$ cat config.mk
export PLATFORM = sky130hd
export DESIGN_NAME = tpc_timer_pwm
export DESIGN_NICKNAME = d
export VERILOG_FILES = /design/src/hdl/tpc_pkg.sv /design/src/hdl/tpc_sync3.sv /design/src/hdl/tpc_timer_pwm.sv
export VERILOG_INCLUDE_DIRS = /design/src /design/src/hdl
export SDC_FILE = /design/constraint.sdc
export NUM_CORES = 1
export LEC_CHECK = 0
export BUFFER_PORTS_ARGS = -buffer_cell sky130_fd_sc_hd__buf_4
export CORE_MARGIN = 2
export CORE_UTILIZATION = 57
export DETAILED_ROUTE_END_ITERATION = 7
export PLACE_DENSITY = 0.87
export SLEW_MARGIN = 20
export SYNTH_ARGS = -nofsm -noshare
export SYNTH_HDL_FRONTEND = slang
export SYNTH_HIERARCHICAL = 1
export SYNTH_SLANG_ARGS = --single-unit
export TNS_END_PERCENT = 10
$ cat constraint.sdc
create_clock -name clk_i -period 2.95 [get_ports clk_i]
set_clock_uncertainty 0.15 [all_clocks]
set_input_delay 0.59 -clock clk_i [delete_from_list [all_inputs] [get_ports clk_i]]
set_output_delay 0.59 -clock clk_i [all_outputs]
set_load 0.1 [all_outputs]
$ cat src/hdl/tpc_defines.svh
// constants for the timer and pwm compare block
`ifndef TPC_DEFINES_SVH
`define TPC_DEFINES_SVH

// prescaler terminal counts (ratio minus one)
`define TPC_PS_LIM_1    8'h00
`define TPC_PS_LIM_8    8'h07
`define TPC_PS_LIM_64   8'h3f
`define TPC_PS_LIM_256  8'hff

// input clock edges seen while disabled before the prescaler clears
`define TPC_CLR_EDGES   2'h2

// reset values
`define TPC_RST_PS      8'h00
`define TPC_RST_EDGES   2'h0

`endif

$ cat src/hdl/tpc_pkg.sv
// types for the timer and pwm compare block
package tpc_pkg;

	typedef enum logic [1:0]
	{
		TPC_DIV_1   = 2'h0,
		TPC_DIV_8   = 2'h1,
		TPC_DIV_64  = 2'h2,
		TPC_DIV_256 = 2'h3
	} tpc_presc_t;

endpackage

$ cat src/hdl/tpc_sync3.sv
// three-stage pin synchroniser with agreement filter and rise pulse
`timescale 1ns/100ps

module tpc_sync3
(
	input  wire logic clk_i,
	input  wire logic reset_n_i,
	input  wire logic pin_i,
	output logic      level_o,
	output logic      rise_o
);

	logic stage1;
	logic stage2;
	logic stage3;

	// stage1 feeds stage2 only
	always_ff @(posedge clk_i or negedge reset_n_i)
	begin
		if (!reset_n_i)
		begin
			stage1  <= 1'b0;
			stage2  <= 1'b0;
			stage3  <= 1'b0;
			level_o <= 1'b0;
		end
		else
		begin
			stage1 <= pin_i;
			stage2 <= stage1;
			stage3 <= stage2;
			if (stage2 == stage3)
				level_o <= stage3;
		end
	end

	assign rise_o = (stage2 == stage3) & stage3 & ~level_o;

endmodule // tpc_sync3

$ cat src/hdl/tpc_timer_pwm.sv
// timer counter with prescaler, period match and pwm compare output
//
// Notes on behaviour
// - period zero: count holds zero two ticks
// - quick disable/enable keeps stale prescaler count
// - first timer prescaler has same stale count
// - duty zero then one gives full-period high in pwm mode
`timescale 1ns/100ps
`include "tpc_defines.svh"

module tpc_timer_pwm
	import tpc_pkg::*;
#(
	parameter int CNT_W       = 16,
	parameter bit FIRST_TIMER = 1'b0
)
(
	input  wire logic             clk_i,
	input  wire logic             reset_n_i,
	input  wire logic             enable_i,
	input  wire logic             ext_clk_sel_i,
	input  wire logic             ext_clk_i,
	input  wire tpc_presc_t       prescale_sel_i,
	input  wire logic [CNT_W-1:0] period_value_i,
	input  wire logic             pwm_mode_i,
	input  wire logic [CNT_W-1:0] duty_i,
	output logic      [CNT_W-1:0] timer_count_o,
	output logic                  period_match_o,
	output logic                  compare_o
);

	////////////////////////////////////////////////////////////////////////////
	// input clock source and prescaler

	logic             ext_rise;
	logic             src_edge;
	logic [7:0]       presc_cnt;
	logic [7:0]       presc_lim;
	logic [1:0]       dis_edges;
	logic             presc_clr;
	logic             presc_hit;
	logic             tick;

	tpc_sync3 u_ext_sync
	(
		.clk_i     (clk_i),
		.reset_n_i (reset_n_i),
		.pin_i     (ext_clk_i),
		.level_o   (),
		.rise_o    (ext_rise)
	);

	assign src_edge  = ext_clk_sel_i ? ext_rise : 1'b1;
	assign presc_lim = (prescale_sel_i == TPC_DIV_1)  ? `TPC_PS_LIM_1  :
	                   (prescale_sel_i == TPC_DIV_8)  ? `TPC_PS_LIM_8  :
	                   (prescale_sel_i == TPC_DIV_64) ? `TPC_PS_LIM_64 : `TPC_PS_LIM_256;
	// clearing needs input clock edges; a slow source re-enabled early keeps its count
	assign presc_clr = ~enable_i & (dis_edges == `TPC_CLR_EDGES);
	assign presc_hit = presc_cnt >= presc_lim;
	assign tick      = enable_i & src_edge & presc_hit;

	always_ff @(posedge clk_i or negedge reset_n_i)
	begin
		if (!reset_n_i)
			dis_edges <= `TPC_RST_EDGES;
		else if (enable_i)
			dis_edges <= `TPC_RST_EDGES;
		else if (src_edge && dis_edges != `TPC_CLR_EDGES)
			dis_edges <= dis_edges + 2'h1;
	end

	// the same path serves the first timer; no bypass exists for it
	always_ff @(posedge clk_i or negedge reset_n_i)
	begin
		if (!reset_n_i)
			presc_cnt <= `TPC_RST_PS;
		else if (presc_clr)
			presc_cnt <= `TPC_RST_PS;
		else if (enable_i && src_edge)
			presc_cnt <= presc_hit ? `TPC_RST_PS : presc_cnt + 8'h01;
	end

	////////////////////////////////////////////////////////////////////////////
	// counter and period match

	logic             zero_hold;
	logic             cnt_match;
	logic             wrap;

	assign cnt_match = timer_count_o == period_value_i;
	// a zero period needs a second tick at zero before it wraps
	assign wrap      = cnt_match & ((period_value_i != '0) | zero_hold);

	always_ff @(posedge clk_i or negedge reset_n_i)
	begin
		if (!reset_n_i)
		begin
			timer_count_o  <= '0;
			zero_hold      <= 1'b0;
			period_match_o <= 1'b0;
		end
		else
		begin
			period_match_o <= tick & wrap;
			if (tick)
			begin
				if (wrap)
				begin
					timer_count_o <= '0;
					zero_hold     <= 1'b0;
				end
				else if (cnt_match)
					zero_hold     <= 1'b1;
				else
					timer_count_o <= timer_count_o + 1'b1;
			end
		end
	end

	////////////////////////////////////////////////////////////////////////////
	// compare output

	logic [CNT_W-1:0] duty_act;
	logic             full_high;
	logic             load_duty;
	logic             bad_seq;

	assign load_duty = (tick & wrap) | ~enable_i;
	// in pwm mode, zero followed by one wrongly drives a whole high period
	assign bad_seq   = (duty_act == '0) & (duty_i == {{(CNT_W-1){1'b0}}, 1'b1});

	always_ff @(posedge clk_i or negedge reset_n_i)
	begin
		if (!reset_n_i)
		begin
			duty_act  <= '0;
			full_high <= 1'b0;
		end
		else if (load_duty)
		begin
			duty_act  <= duty_i;
			full_high <= bad_seq & enable_i;
		end
	end

	always_ff @(posedge clk_i or negedge reset_n_i)
	begin
		if (!reset_n_i)
			compare_o <= 1'b0;
		else if (pwm_mode_i)
			compare_o <= full_high | (timer_count_o < duty_act);
		else
			compare_o <= timer_count_o >= duty_i;
	end
endmodule // tpc_timer_pwm

==> flow_metrics.py <==
metrics = {
    "sta": {
        "grt_setup_unrepaired": "false",
        "tightest_slew_ps": 637,
        "setup_viol": 0,
        "tns_ps": 0,
        "hold_slack_ps": 126,
        "relSlewSlack_pct": 57.3,
        "post-route-period-util_pct": 87.1,
        "max_freq_ghz": 0.389,
        "drv_slew": 0,
        "period_minus_slack_ps": 2570,
        "hold_viol": 0,
    },
    "worst_setup_path": {
        "rr_endpoint": "timer_count_o[10]",
        "critical_path_depth": 10,
        "max_stage_delay_ps": 510,
        "start_kind": "input pin",
        "critPathLaunch": "prescale_sel_i[1]",
        "arrival_ps": 2650,
        "critical-path-top-delay-family": "simple AND/OR/NAND/NOR gates",
        "worstSetupPathType": "input pin to flop",
        "rrSetupSlack_ps": 390,
        "cp.required_ps": 3030,
        "slowest_stage": "or4_1",
        "r2r_cells": 8,
        "crit_path_end": "timer_count_o[10]",
        "cp_num_buf_inv": 2,
        "crit_fanout": 24,
        "crit_chain": "buf_4 -> nand2_1 -> ha_1 -> o21ai_0 -> o21bai_1 -> o31ai_1 -> or3_1 -> buf_12 -> or4_1 -> a21oi_1",
        "cp-end-kind": "flop",
        "r2r-start": "presc_cnt[7]",
    },
    "cts": {
        "cts_buffer_depth": 2,
        "cts_root_buf": "clkbuf_8",
        "path_clk_slew_ps": 90,
        "cts_hold_buf": 0,
        "htree_num_levels": 2,
        "cts_resized": 0,
        "clock_sinks": 50,
        "cts_tree": "built",
        "postCtsSetupBuffers": 0,
        "cts_buffers": 5,
        "clock_latency_ps": 310,
    },
    "pwr": {
        "powerDensity_nw_per_um2": 621,
        "cellInternalPower_mw": 1.54,
        "power_frac_comb_pct": 41.7,
        "switchingPower_mw": 1.08,
        "finalPower_mw": 2.61,
        "ir_drop_v": 0.000502,
        "power_frac_seq_pct": 35.6,
        "leakagePower_nw": 2.04,
        "clockPowerShare_pct": 22.6,
        "switching_share_pct": 41.2,
    },
    "detailed_routing": {
        "drt-initial-drc-count": 154,
        "num_vias": 3191,
        "viasPerCell": 6.21,
        "wl_mm": 8.60,
        "ant_nets": 0,
        "drt-wirelength-per-cell_um": 16.7,
        "drc": 0,
        "first_pass_iters": 5,
    },
    "place": {
        "port_buffers": 57,
        "gp_congestion": 0.964,
        "placed_cells": 506,
        "hpwlAfterDp_mm": 6.77,
    },
    "synth": {
        "synth_edf_count": 0,
        "yosysMostFrequentCell": "dfrtp_1",
        "synth_cell_types": 51,
        "syn_area_per_cell_sq_um": 9.38,
        "netlist_instances": 376,
        "ys_seq_area_share_pct": 35.5,
        "synth_commonest_cells": "dfrtp_1 (50), ha_1 (41), inv_1 (35)",
        "synth_top_cell_by_area": "dfrtp_1",
        "netlist_top_cells_area": "dfrtp_1 (35%), ha_1 (15%), mux2i_1 (4.5%)",
        "synth_seq_cells": 50,
        "netlist_area_sq_um": 3530,
        "synth_warnings": 6,
        "syn_nets": 457,
        "synth_top_area_share_pct": 35.5,
        "async_reset_ff_share_pct": 100,
        "synth-main-ff-cell": "dfrtp_1",
    },
    "finish": {
        "n_antenna_cell": 0,
        "syn_to_final_growth_pct": 19.1,
        "final_nets": 519,
        "nFillCells": 439,
        "drive_gt1_share_pct": 19.4,
        "fin_util_pct": 70.5,
        "stdcell_count": 514,
    },
    "floorplanning": {
        "dieArea_sq_um": 6830,
        "start_util_pct": 59.2,
        "num_io_pins": 58,
        "coreArea_sq_um": 5960,
        "die_width_um": 82.7,
        "die_y_um": 82.7,
        "rows": 28,
    },
    "global_routing": {
        "grt_overflow": 0,
        "grt_max_degree": 51,
        "grt_pass1_wl_mm": 14.2,
        "grt_pass1_vias": 3013,
        "antenna_found_initial": 0,
        "grt_usage_pct": 27.1,
    },
    "min_path": {
        "hold_path_class": "input pin to asynchronous set/reset pin",
    },
    "flow_run": {
        "drv_cap": 0,
    },
    "run_status": {
        "status": "complete, no violations",
    },
}
## per-layer routing
layer | share of wire (%) | vias up | GRT usage (%)
li1 | - | 1515 | -
met1 | 46 | 1503 | 37.9
met2 | 44 | 148 | 42.0
met3 | 7.6 | 25 | 4.46
met4 | 2.8 | 0 | 10.7
met5 | 0 | - | 0
## logic make-up (layout without fill, tap and decap cells)
| kind of cell | count (synthesis) | in the layout | synth area share, % |
|---|---|---|---|
| AO/OA/AOI/OAI | 87 | 87 | 16.4 |
| multiplexers | 19 | 19 | 5.60 |
| XOR/XNOR | 17 | 17 | 4.22 |
| buffers and inverters | 45 | 108 | 5.50 |
| AND/OR/NAND/NOR | 117 | 117 | 18.3 |
| adder cells (fa/ha/maj) | 41 | 41 | 14.5 |
| flip-flops | 50 | 50 | 35.5 |
## sequential cells by signal (all words and copies together), names as in the netlist
register / count
zero_hold: 1
dis_edges: 2
duty_act: 16
u_ext_sync/level_o: 1
u_ext_sync/stage1: 1
full_high: 1
compare_o: 1
timer_count_o: 16
u_ext_sync/stage2: 1
u_ext_sync/stage3: 1
period_match_o: 1
presc_cnt: 8
## how the worst min path moves through the flow
stage | start | to | cells past startpoint
final | reset_n_i | duty_act[13] | 1
after global routing | reset_n_i | duty_act[13] | 1
after CTS | reset_n_i | duty_act[14] | 1
after detailed placement | u_ext_sync/stage1 | u_ext_sync/stage2 | 0
after global placement | u_ext_sync/stage1 | u_ext_sync/stage2 | 0
after floorplan | reset_n_i | compare_o | 0
## power groups by stage
stage          Clock, mW  Sequential (mW)  Combinational [mW]
6_report           0.590            0.930                1.09
5_1_grt            0.624            0.945                1.20
4_1_cts            0.595            0.928                1.08
3_5_place_dp           0            0.942                1.08
3_3_place_gp           0            0.937                1.03
2_1_floorplan          0             1.15               0.563
## cells in the final DEF (no fill, tap or decap), types with 2 or more instances in the layout
master,n
a21oi_1,15
nand2_1,20
nand3_1,12
nor4b_1,2
mux2_2,2
nand2b_1,6
and2_1,2
o21a_1,3
o21ai_0,28
clkbuf_8,6
bufinv_16,2
mux2i_1,16
nand4_1,10
or2_2,3
nor3_1,10
nor2_1,11
a21o_1,2
or3_1,4
o31ai_1,9
and3_1,5
buf_4,64
dfrtp_1,50
o21ai_1,2
a22o_1,10
ha_1,41
o211ai_1,2
or4_1,7
inv_1,35
nor4_1,16
xor2_1,16
a31oi_1,2
nor2b_1,6
## area by class of cell
type / count / area, sq um / share of cell area [%]
flip-flops and latches: 50 / 1250 / 29.8
clock buffers: 6 / 82.6 / 1.97
well taps: 75 / 93.8 / 2.23
repair buffers: 65 / 500 / 11.9
multi-input cells: 281 / 2080 / 49.6
inverters: 35 / 131 / 3.13
clock inverters: 2 / 60.1 / 1.43
## per-stage QoR
step / area, sq um / setup slack [ps]
6_report: 4200 / 381
5_1_grt: 4200 / 206
4_1_cts: 4200 / 389
3_5_place_dp: 4060 / 71.2
3_3_place_gp: 4060 / 164
2_1_floorplan: 3530 / 0.836
Power figures use the tool's default switching activity.
